==> config.mk <==
export PLATFORM = sky130hd
export DESIGN_NAME = rtcsc_top
export DESIGN_NICKNAME = d
export VERILOG_FILES = /design/src/inc/rtcsc_pkg.sv /design/src/hdl/rtcsc_sync3.sv /design/src/hdl/rtcsc_top.sv
export SDC_FILE = /design/constraint.sdc
export NUM_CORES = 1
export LEC_CHECK = 0
export ABC_AREA = 1
export BUFFER_PORTS_ARGS = -buffer_cell sky130_fd_sc_hd__buf_2
export CORE_MARGIN = 3
export CORE_UTILIZATION = 43
export CTS_BUF_LIST = sky130_fd_sc_hd__clkbuf_16
export DETAILED_ROUTE_END_ITERATION = 8
export SLEW_MARGIN = 10
export SYNTH_ARGS = -nofsm -noshare
export SYNTH_HDL_FRONTEND = slang
export SYNTH_SLANG_ARGS = --single-unit
==> constraint.sdc <==
create_clock -name i_core_clk -period 3.5 [get_ports i_core_clk]
set_input_delay 0.525 -clock i_core_clk [delete_from_list [all_inputs] [get_ports i_core_clk]]
set_output_delay 0.525 -clock i_core_clk [all_outputs]
set_load 0.005 [all_outputs]
==> src/inc/rtcsc_pkg.sv <==
// Package of constants for the sub-second, reference and coarse trim block
// Assumes a single kernel clock domain
package rtcsc_pkg;
	localparam logic [3:0]  ADDR_CTRL       = 4'h0;
	localparam logic [3:0]  ADDR_PRESCALE   = 4'h1;
	localparam logic [3:0]  ADDR_SUBSECOND  = 4'h2;
	localparam logic [3:0]  ADDR_ADJUST     = 4'h3;
	localparam logic [3:0]  ADDR_TRIM       = 4'h4;
	localparam logic [3:0]  ADDR_STATUS     = 4'h5;
	localparam int          CTRL_INIT_BIT   = 0;
	localparam int          CTRL_MAINS_BIT  = 1;
	localparam int          CTRL_STDBY_BIT  = 2;
	localparam int          ADJ_ADD_ONE_SECOND_BIT   = 31;
	localparam int          TRIM_SIGN_BIT   = 7;
	localparam int          STAT_PEND_BIT   = 0;
	localparam int          STAT_CFG_BIT    = 1;
	localparam logic [6:0]  ASYNC_RESET     = 7'h7f;
	localparam logic [14:0] SYNC_RESET      = 15'h00ff;
	localparam logic [3:0]  WIN_FIRST       = 4'h7;
	localparam logic [3:0]  WIN_NEXT        = 4'h3;
	localparam logic [13:0] TICKS_PER_MIN   = 14'h3c00;
	localparam logic [5:0]  MINUTES_CYCLE   = 6'h3f;
	localparam logic [1:0]  ADD_TICKS       = 2'h2;
	typedef enum logic [1:0] {RTCSC_WAIT, RTCSC_OPEN} rtcsc_win_t;
endpackage

==> src/hdl/rtcsc_sync3.sv <==
// Three-stage synchroniser with agreement on the last two stages
// Assumes input is asynchronous to i_core_clk
`timescale 1ns/1ps
module rtcsc_sync3 (
	input  wire logic i_core_clk,
	input  wire logic i_rst_n,
	input  wire logic i_async,
	output logic      o_level
);
	logic [2:0] sr_reg;
	logic [2:0] sr_next;
	logic       lvl_reg;
	logic       lvl_next;
	always_comb begin
		sr_next  = {sr_reg[1:0], i_async};
		lvl_next = (sr_reg[2] == sr_reg[1]) ? sr_reg[2] : lvl_reg;
	end
	always_ff @(posedge i_core_clk) begin
		if (!i_rst_n) begin
			sr_reg  <= 3'h0;
			lvl_reg <= 1'b0;
		end else begin
			sr_reg  <= sr_next;
			lvl_reg <= lvl_next;
		end
	end
	assign o_level = lvl_reg;
endmodule

==> src/hdl/rtcsc_top.sv <==
// Sub-second shift, mains reference alignment and coarse trim of a calendar clock
// Assumes software obeys the programming limits; one kernel clock
`timescale 1ns/1ps
module rtcsc_top (
	input  wire logic        i_core_clk,
	input  wire logic        i_rst_n,
	input  wire logic [3:0]  i_addr,
	input  wire logic [31:0] i_wdata,
	input  wire logic        i_wr,
	input  wire logic        i_rd,
	input  wire logic        i_mains_reference_input,
	output logic [31:0]      o_rdata,
	output logic             o_one_hertz_tick,
	output logic             o_prescaler_256hz_tick
);
	logic        ref_lvl;
	logic [2:0]  ctrl_reg, ctrl_next;
	logic [6:0]  adiv_reg, adiv_next;
	logic [14:0] sdiv_reg, sdiv_next;
	logic [7:0]  trim_reg, trim_next;
	logic [15:0] ss_reg, ss_next;
	logic [6:0]  acnt_reg, acnt_next;
	logic        pend_reg, pend_next;
	logic [15:0] sub_reg, sub_next;
	logic        add1_reg, add1_next;
	logic [1:0]  cfg_sr_reg, cfg_sr_next;
	logic        apre_reg, apre_next;
	logic        spre_reg, spre_next;
	logic [31:0] rdata_reg, rdata_next;
	logic [13:0] tmin_reg, tmin_next;
	logic [5:0]  min_reg, min_next;
	logic [1:0]  owe_reg, owe_next;
	logic        mask_reg, mask_next;
	logic        ref_d_reg, ref_d_next;
	logic [3:0]  wcnt_reg, wcnt_next;
	logic        locked_reg, locked_next;
	rtcsc_pkg::rtcsc_win_t win_reg, win_next;
	logic        detect_on, running, atick, step, ref_edge, reload, wr_adj;
	logic [15:0] ss_dec;
	logic [3:0]  win_len;

	rtcsc_sync3 u_ref_sync (
		.i_core_clk (i_core_clk),
		.i_rst_n    (i_rst_n),
		.i_async    (i_mains_reference_input),
		.o_level    (ref_lvl)
	);

	always_comb begin
		detect_on = ctrl_reg[rtcsc_pkg::CTRL_MAINS_BIT]
			& ~ctrl_reg[rtcsc_pkg::CTRL_STDBY_BIT];
		running   = ~cfg_sr_reg[1];
		wr_adj    = i_wr && i_addr == rtcsc_pkg::ADDR_ADJUST;
		ref_edge  = ref_lvl & ~ref_d_reg;
		atick     = running && acnt_reg == 7'h0;
		step      = (atick & ~mask_reg) | (running & owe_reg != 2'h0);
		win_len   = locked_reg ? rtcsc_pkg::WIN_NEXT : rtcsc_pkg::WIN_FIRST;
		reload    = detect_on && running
			&& win_reg == rtcsc_pkg::RTCSC_OPEN && ref_edge;
		ss_dec    = ss_reg - 16'h1;
		ctrl_next = ctrl_reg;
		adiv_next = adiv_reg;
		sdiv_next = sdiv_reg;
		trim_next = trim_reg;
		if (i_wr) begin
			unique case (i_addr)
				rtcsc_pkg::ADDR_CTRL:      ctrl_next = i_wdata[2:0];
				rtcsc_pkg::ADDR_PRESCALE: begin
					if (cfg_sr_reg[1]) begin
						sdiv_next = i_wdata[14:0];
						adiv_next = i_wdata[22:16];
					end
				end
				rtcsc_pkg::ADDR_TRIM: begin
					if (cfg_sr_reg[1]) begin
						trim_next = i_wdata[7:0];
					end
				end
				default: ;
			endcase
		end
		cfg_sr_next = {cfg_sr_reg[0], ctrl_reg[rtcsc_pkg::CTRL_INIT_BIT]};
		acnt_next = ~running ? adiv_reg : (acnt_reg == 7'h0 ? adiv_reg : acnt_reg - 7'h1);
		apre_next = atick;
		// Minute and 64-minute cycle counters
		tmin_next = tmin_reg;
		min_next  = min_reg;
		// Mask stays armed until the next prescaler tick consumes it
		mask_next = (atick || ~running) ? 1'b0 : mask_reg;
		owe_next  = (owe_reg != 2'h0 && running) ? owe_reg - 2'h1 : owe_reg;
		if (~running) begin
			tmin_next = 14'h0;
			min_next  = 6'h0;
			owe_next  = 2'h0;
		end else if (atick) begin
			if (tmin_reg == rtcsc_pkg::TICKS_PER_MIN - 14'h1) begin
				tmin_next = 14'h0;
				min_next  = (min_reg == rtcsc_pkg::MINUTES_CYCLE) ? 6'h0 : min_reg + 6'h1;
			end else begin
				tmin_next = tmin_reg + 14'h1;
			end
			if (tmin_reg == 14'h0 && min_reg < {trim_reg[4:0], 1'b0}) begin
				if (trim_reg[rtcsc_pkg::TRIM_SIGN_BIT]) begin
					mask_next = 1'b1;
				end else begin
					owe_next = rtcsc_pkg::ADD_TICKS;
				end
			end
		end
		// Synchronous prescaler and shift
		ss_next   = ss_reg;
		spre_next = 1'b0;
		if (~running) begin
			ss_next = {1'b0, sdiv_reg};
		end else if (reload) begin
			ss_next   = {1'b0, sdiv_reg};
			spre_next = 1'b1;
		end else if (step) begin
			if (ss_reg == 16'h0) begin
				ss_next   = {1'b0, sdiv_reg};
				spre_next = 1'b1;
			end else begin
				ss_next = ss_dec;
			end
		end
		pend_next = pend_reg;
		sub_next  = sub_reg;
		add1_next = add1_reg;
		if (pend_reg && running && !step && !reload) begin
			ss_next   = ss_reg + sub_reg;
			spre_next = add1_reg;
			pend_next = 1'b0;
		end
		if (wr_adj && !detect_on) begin
			pend_next = 1'b1;
			sub_next  = {1'b0, i_wdata[14:0]};
			add1_next = i_wdata[rtcsc_pkg::ADJ_ADD_ONE_SECOND_BIT];
		end
		// Reference detection window
		ref_d_next  = ref_lvl;
		win_next    = win_reg;
		wcnt_next   = wcnt_reg;
		locked_next = locked_reg;
		if (~detect_on) begin
			win_next    = rtcsc_pkg::RTCSC_WAIT;
			locked_next = 1'b0;
		end else if (reload) begin
			win_next    = rtcsc_pkg::RTCSC_WAIT;
			locked_next = 1'b1;
		end else begin
			unique case (win_reg)
				rtcsc_pkg::RTCSC_WAIT: begin
					if (atick && ss_reg == 16'h0) begin
						win_next  = rtcsc_pkg::RTCSC_OPEN;
						wcnt_next = win_len;
					end
				end
				rtcsc_pkg::RTCSC_OPEN: begin
					if (atick) begin
						if (wcnt_reg <= 4'h1) begin
							win_next    = rtcsc_pkg::RTCSC_WAIT;
							locked_next = 1'b0;
						end else begin
							wcnt_next = wcnt_reg - 4'h1;
						end
					end
				end
			endcase
		end
		rdata_next = 32'h0;
		if (i_rd) begin
			unique case (i_addr)
				rtcsc_pkg::ADDR_CTRL:      rdata_next = {29'h0, ctrl_reg};
				rtcsc_pkg::ADDR_PRESCALE:  rdata_next = {9'h0, adiv_reg, 1'b0, sdiv_reg};
				rtcsc_pkg::ADDR_SUBSECOND: rdata_next = {16'h0, ss_reg};
				rtcsc_pkg::ADDR_TRIM:      rdata_next = {24'h0, trim_reg};
				rtcsc_pkg::ADDR_STATUS:    rdata_next = {30'h0, cfg_sr_reg[1], pend_reg};
				default:                   rdata_next = 32'h0;
			endcase
		end
	end

	always_ff @(posedge i_core_clk) begin
		if (!i_rst_n) begin
			ctrl_reg   <= 3'h0;
			adiv_reg   <= rtcsc_pkg::ASYNC_RESET;
			sdiv_reg   <= rtcsc_pkg::SYNC_RESET;
			trim_reg   <= 8'h0;
			ss_reg     <= {1'b0, rtcsc_pkg::SYNC_RESET};
			acnt_reg   <= rtcsc_pkg::ASYNC_RESET;
			pend_reg   <= 1'b0;
			sub_reg    <= 16'h0;
			add1_reg   <= 1'b0;
			cfg_sr_reg <= 2'h0;
			apre_reg   <= 1'b0;
			spre_reg   <= 1'b0;
			rdata_reg  <= 32'h0;
			tmin_reg   <= 14'h0;
			min_reg    <= 6'h0;
			owe_reg    <= 2'h0;
			mask_reg   <= 1'b0;
			ref_d_reg  <= 1'b0;
			wcnt_reg   <= 4'h0;
			locked_reg <= 1'b0;
			win_reg    <= rtcsc_pkg::RTCSC_WAIT;
		end else begin
			ctrl_reg   <= ctrl_next;
			adiv_reg   <= adiv_next;
			sdiv_reg   <= sdiv_next;
			trim_reg   <= trim_next;
			ss_reg     <= ss_next;
			acnt_reg   <= acnt_next;
			pend_reg   <= pend_next;
			sub_reg    <= sub_next;
			add1_reg   <= add1_next;
			cfg_sr_reg <= cfg_sr_next;
			apre_reg   <= apre_next;
			spre_reg   <= spre_next;
			rdata_reg  <= rdata_next;
			tmin_reg   <= tmin_next;
			min_reg    <= min_next;
			owe_reg    <= owe_next;
			mask_reg   <= mask_next;
			ref_d_reg  <= ref_d_next;
			wcnt_reg   <= wcnt_next;
			locked_reg <= locked_next;
			win_reg    <= win_next;
		end
	end

	assign o_rdata                = rdata_reg;
	assign o_one_hertz_tick       = spre_reg;
	assign o_prescaler_256hz_tick = apre_reg;

	// Assertions
	a_read_subsec: assert property (@(posedge i_core_clk) disable iff (!i_rst_n)
		i_rd && i_addr == rtcsc_pkg::ADDR_SUBSECOND |=> o_rdata == {16'h0, $past(ss_reg)})
		else $error("subsecond read wrong");
	a_pend_set: assert property (@(posedge i_core_clk) disable iff (!i_rst_n)
		wr_adj && !detect_on |=> pend_reg)
		else $error("pending flag not set");
	a_shift_add: assert property (@(posedge i_core_clk) disable iff (!i_rst_n)
		pend_reg && running && !step && !reload && !wr_adj |=>
		!pend_reg && ss_reg == $past(ss_reg) + $past(sub_reg))
		else $error("shift not applied");
	a_add_second: assert property (@(posedge i_core_clk) disable iff (!i_rst_n)
		pend_reg && add1_reg && running && !step && !reload |=> o_one_hertz_tick)
		else $error("second not added");
	a_cfg_flag: assert property (@(posedge i_core_clk) disable iff (!i_rst_n)
		$rose(ctrl_reg[rtcsc_pkg::CTRL_INIT_BIT]) |-> ##[1:2] cfg_sr_reg[1])
		else $error("config flag late");
	a_reload_tick: assert property (@(posedge i_core_clk) disable iff (!i_rst_n)
		reload |=> o_one_hertz_tick && ss_reg == {1'b0, sdiv_reg})
		else $error("reload missing");
	a_standby_off: assert property (@(posedge i_core_clk) disable iff (!i_rst_n)
		ctrl_reg[rtcsc_pkg::CTRL_STDBY_BIT] |-> !reload)
		else $error("detect in standby");
	a_neg_mask: assert property (@(posedge i_core_clk) disable iff (!i_rst_n)
		mask_reg && atick && owe_reg == 2'h0 |-> !step)
		else $error("tick not masked");
	a_pos_add: assert property (@(posedge i_core_clk) disable iff (!i_rst_n)
		owe_reg == rtcsc_pkg::ADD_TICKS && running |-> step ##1 step)
		else $error("ticks not inserted");
	a_window_len: assert property (@(posedge i_core_clk) disable iff (!i_rst_n)
		$rose(win_reg == rtcsc_pkg::RTCSC_OPEN) |-> wcnt_reg == ($past(locked_reg) ?
			rtcsc_pkg::WIN_NEXT : rtcsc_pkg::WIN_FIRST))
		else $error("window length wrong");
	a_cfg_reset: assert property (@(posedge i_core_clk) disable iff (!i_rst_n)
		cfg_sr_reg[1] |=> min_reg == 6'h0 && tmin_reg == 14'h0)
		else $error("trim cycle not restarted");
endmodule

==> results of run 1 <==
## final cells by class
cell class	instances	area share, %
Multi-Input combinational cell	741	46.3
Sequential cell	134	32.6
Inverter	141	6.48
Clock buffer	17	5.16
Timing Repair Buffer	64	4.13
Tap cell	216	3.28
Clock inverter	15	2.13
## cell families (layout without fill, tap and decap cells)
| kind of cell | after synthesis | in the layout | synth area share (%) |
|---|---|---|---|
| compound gates | 190 | 190 | 14.6 |
| xor+xnor | 26 | 26 | 3.16 |
| fa+ha+maj | 30 | 30 | 5.31 |
| buf+inv | 179 | 237 | 10.3 |
| flops | 134 | 134 | 37.2 |
| other cells | 1 | 9 | 0.0521 |
| simple gates | 486 | 486 | 29.4 |
## cell usage after synthesis (2+ instances only)
cell type  instances  area share (%)
nor2_1           132             6.9
nand2_2            3            0.26
and2_1             2            0.17
buf_2              7            0.49
o21ai_0           76             5.3
nand2_1          219              11
nor3_1            24             1.7
or2_2              2            0.17
inv_2              3            0.16
o211ai_1          14             1.5
a31oi_1            4            0.35
o21ai_1            3            0.21
a21oi_1           72             5.0
inv_1            136             7.1
nor2_4             5            0.78
nand2_4            3            0.47
o21bai_1           4            0.42
nor2_2             5            0.43
nor4_1             2            0.17
buf_4             11             1.1
nand4_1           12             1.0
dfxtp_1          134              37
a211oi_1           5            0.52
clkbuf_1          17            0.89
nand3_1           71             4.9
ha_1              29             5.0
o221ai_1           4            0.49
xnor2_1            9             1.1
buf_6              2            0.31
o22ai_1            6            0.52
xor2_1            17             2.1
## path summary, 6_finish.rpt
check | startpoint | end | slack (ps) | depth (start not counted)
setup reg to reg | ss_reg[0] | ss_reg[14] | 1180 | 13
setup / recovery | ss_reg[0] | ss_reg[14] | 1180 | 13
hold reg to reg | cfg_sr_reg[0] | cfg_sr_reg[1] | 410 | 2
hold / removal | i_mains_reference_input | u_ref_sync.sr_reg[0] | 310 | 3
## per-stage QoR
stage | total power, uW | hold slack, ps
after global placement | 2870 | 396
after CTS | 4720 | 296
after floorplan | 2610 | 390
after global routing | 4970 | 321
final | 4690 | 306
after detailed placement | 2880 | 399
## power groups by stage
| stage | Sequential (uW) | Clock, uW | Combinational (uW) |
|---|---|---|---|
| 2_1_floorplan | 1750 | 0 | 860 |
| 3_3_place_gp | 1800 | 0 | 1070 |
| 5_1_grt | 1780 | 1920 | 1270 |
| 3_5_place_dp | 1800 | 0 | 1080 |
| 4_1_cts | 1770 | 1860 | 1090 |
| 6_report | 1770 | 1830 | 1090 |
## worst max-delay path, cell delays in order (launching register included)
cell and delay, ps:
dfxtp_1 390, ha_1 200, inv_1 60, fa_1 400, inv_1 70, nand2_1 40, a21oi_1 350, nand2_1 90
nand2_1 160, nand2_1 90, a21oi_1 150, nor2_1 70, nor2_1 100, nor2_1 40
## routing by layer
metal  track usage, %  up-vias
met5                0        -
met4             5.66        0
met3             3.90       20
met2             32.9      195
met1             31.3     3103
li1                 -     3483
==> qor.yml, run 1 <==
die_w_um: 135
first_global_vias: 6163
place_ws_ps: 1190
grt_max_degree: 51
antenna_found_initial: 0
gp_congestion: 0.912
synth_seq_area_share_pct: 37.2
placed_area_um2: 7640
synth_ff_type: "dfxtp_1"
largest_reg_flops: 23
clkPwrFrac_pct: 39.0
wl_met3_um: 1100
diodes: 0
clockRootBuffer: "clkbuf_16"
cts_tree: "done"
start_util_pct: 44.7
cellInternalPower_uw: 3140
relSlewSlack_pct: 52.3
firstDrtPassIters: 5
async_flop_share_pct: 0
routed_via_density: 5.12
p_sw_share_pct: 33.0
synth_edf_count: 0
place_hpwl_um: 14200
dp_cells: 1296
fillers: 1642
fin_tns_setup_ps: 0
post-cts-setup-buffers: 0
timing.final.crit_period_ps: 2320
setup_ws_ps: 1180
htree_levels: 4
maxCapViolations: 0
ant_nets: 0
cp_max_fo: 4
p_sw_uw: 1550
hp-class: "primary input to register"
clock_skew_ps: 14.0
final_common_cell: "nand2_1"
io_pins: 75
cts_sinks: 134
rsz0062_at_grt: "false"
seq_area_um2: 2680
path_class: "register to register"
area_delta_synth_final_pct: 14.4
pwr-share-comb_pct: 23.2
multiInputGateArea_um2: 3810
p_leak_uw: 0.00388
yosysWarnings: 0
numCtsBuffers: 17
netlist_instances: 1046
fin_area_um2: 8240
vias: 6801
setup_viol: 0
worstMarginPinSlew_ps: 713
p_seq_share_pct: 37.8
path_clk_slew_ps: 60
yosys_register_bits: 134
drtIter0Drc: 620
fin_util_pct: 51.1
fin_crit_sh_pct: 66.4
syn_avg_cell_area_um2: 6.89
holdBufCountCts: 0
drc_errors: 0
routed.top_layer: "met4"
core_area_um2: 16100
clock_tree.buffer_depth: 2
m1WireLength_um: 9510
hold_violations: 0
totalWireLength_um: 19400
cp-end-kind: "register"
maxSlewViolCount: 0
cts_resized: 0
final_cell_mix: "219 x nand2_1, 136 x inv_1, 134 x dfxtp_1"
grt_remaining_overflow: 0
drive_gt1_share_pct: 11.1
synthDistinctLibCells: 44
final_cells: 1328
grt_pass1_wl_um: 31300
fin_nets: 1170
clk_latency_ps: 420
grt_usage_pct: 21.5
ir_drop_mv: 0.330
crit_arrival_ps: 2640
die_area_um2: 18300
status: "complete, no violations"
die_h_um: 135
crit_required_ps: 3810
port_buffers: 56
power_density_nw_per_um2: 569
fmax_mhz: 430
fp-row-count: 46
critPathLaunchType: "register"
wl_per_cell_um: 14.6
syn_area_um2: 7200
wl_met2_um: 8510
(Power assumes the default switching activity.)
==> run 2: changes to the inputs <==
==> constraint.sdc (replaced) <==
create_clock -name i_core_clk -period 2.4 [get_ports i_core_clk]
set_input_delay 0.36 -clock i_core_clk [delete_from_list [all_inputs] [get_ports i_core_clk]]
set_output_delay 0.36 -clock i_core_clk [all_outputs]
set_load 0.005 [all_outputs]
==> run 2 against run 1 <==
Against the previous run:
- cell count up 0.23%
- clock power up 38%
- critical path type unchanged
- critical endpoint unchanged
- total power up 42%
- first-iteration DRC count down 8.4%
- maximum frequency up 10%
- via count down 1.1%
- largest cell class unchanged
- clock-buffer cell count unchanged
- flip-flop and latch count unchanged
- hold slack worse by 170 ps
==> qor.yml, run 2 (synthesis gave the netlist of run 1 again) <==
fin_tns_setup_ps: 0
setup_viol: 0
post-cts-setup-buffers: 0
diodes: 0
hp-class: "primary input to register"
grt_usage_pct: 21.8
relSlewSlack_pct: 45.1
fin_nets: 1173
fp-row-count: 46
core_area_um2: 16100
routed_via_density: 5.05
firstDrtPassIters: 5
first_global_vias: 6216
maxCapViolations: 0
path_clk_slew_ps: 70
cp-endpoint: "ss_reg[14]"
p_sw_share_pct: 34.3
m1WireLength_um: 9990
hold_violations: 0
cts_resized: 0
maxSlewViolCount: 0
drc_errors: 0
p_seq_share_pct: 38.7
ant_nets: 0
cts_tree: "done"
largest_reg_flops: 23
timing.final.crit_period_ps: 2110
htree_levels: 4
drtIter0Drc: 568
drive_gt1_share_pct: 11.3
vias: 6723
timing.rr.end: "ss_reg[14]"
path_class: "register to register"
power_density_nw_per_um2: 811
wl_per_cell_um: 14.6
clk_latency_ps: 420
numCtsBuffers: 17
port_buffers: 56
grt_pass1_wl_um: 31600
cp_max_fo: 5
final_cell_mix: "219 x nand2_1, 137 x inv_1, 134 x dfxtp_1"
clockRootBuffer: "clkbuf_16"
area_delta_synth_final_pct: 14.3
cp-startpoint: "ss_reg[1]"
crit_arrival_ps: 2410
fin_crit_sh_pct: 87.8
clkPwrFrac_pct: 37.7
holdBufCountCts: 0
cp-end-kind: "register"
io_pins: 75
wl_met2_um: 8230
clock_tree.buffer_depth: 2
final_common_cell: "nand2_1"
crit_required_ps: 2710
status: "complete, no violations"
cellInternalPower_uw: 4390
clock_skew_ps: 11.3
die_area_um2: 18300
rsz0062_at_grt: "false"
routed.top_layer: "met4"
place_hpwl_um: 14300
regToRegSetupSlack_ps: 290
die_w_um: 135
worstMarginPinSlew_ps: 821
ir_drop_mv: 0.505
fmax_mhz: 475
reg2reg_depth: 13
p_leak_uw: 0.00388
p_sw_uw: 2290
timing.rr.start: "ss_reg[1]"
pwr-share-comb_pct: 23.6
gp_congestion: 0.907
wl_met3_um: 853
grt_remaining_overflow: 0
die_h_um: 135
antenna_found_initial: 0
critPathLaunchType: "register"
cts_sinks: 134
fin_util_pct: 51.1
totalWireLength_um: 19400
start_util_pct: 44.7
grt_max_degree: 65
## run 2: changes by cell type in the layout (fill, tap and decap cells not counted), moves of 2 or more
cell / previous run / this run
bufinv_16: 3 / 1
clkinv_4: 3 / 7
buf_4: 8 / 11
clkinv_2: 4 / 1
## run 2: per-stage QoR
stage                     hold WS, ps  cell area [um2]  worst slack, ps  power [uW]  std cells
after detailed placement          400             7660              321        4200       1299
after floorplan                   390             7230              453        3810       1054
after CTS                         122             8230              291        6730       1331
after global placement            393             7660              335        4180       1299
final                             137             8230              293        6680       1331
after global routing              131             8230             84.7        7080       1331
## run 2: worst max-delay path: stages, from the launching register on
cell	delay [ps]
dfxtp_1	350
inv_1	180
ha_1	230
nand2_1	150
nor2_1	350
nand2_1	160
nor2_1	120
nand2_1	60
nand2_1	60
nand2_1	40
nand3_1	110
nand2_1	60
nor2_1	90
nor2_1	50
## run 2: how the worst min path moves through the flow
| stage | to | start | slack (ps) | cells after the start |
|---|---|---|---|---|
| after detailed placement | cfg_sr_reg[1] | cfg_sr_reg[0] | 400 | 2 |
| final | u_ref_sync.sr_reg[0] | i_mains_reference_input | 140 | 3 |
| after floorplan | cfg_sr_reg[1] | cfg_sr_reg[0] | 390 | 2 |
| after CTS | u_ref_sync.sr_reg[0] | i_mains_reference_input | 120 | 3 |
| after global routing | u_ref_sync.sr_reg[0] | i_mains_reference_input | 130 | 3 |
| after global placement | cfg_sr_reg[1] | cfg_sr_reg[0] | 390 | 2 |
## run 2: power groups by stage
| stage | Clock [uW] | Sequential, uW | Combinational, uW |
|---|---|---|---|
| final | 2520 | 2590 | 1580 |
| after global routing | 2660 | 2600 | 1820 |
| after CTS | 2560 | 2580 | 1580 |
| after detailed placement | 0 | 2630 | 1570 |
| after global placement | 0 | 2630 | 1550 |
| after floorplan | 0 | 2550 | 1250 |
## run 2: final cells by class
type,count,area (um2)
multi-input combinational,741,3810
inverter,141,534
fill,1652,7880
clock buffer,17,425
timing repair buffer,67,363
sequential,134,2680
tap,216,270
clock inverter,15,145
## run 2: metal layers
layer / global-route usage (%) / up-vias
li1: - / 3503
met1: 32.1 / 3038
met2: 32.7 / 162
met3: 3.71 / 20
met4: 6.38 / 0
met5: 0 / -
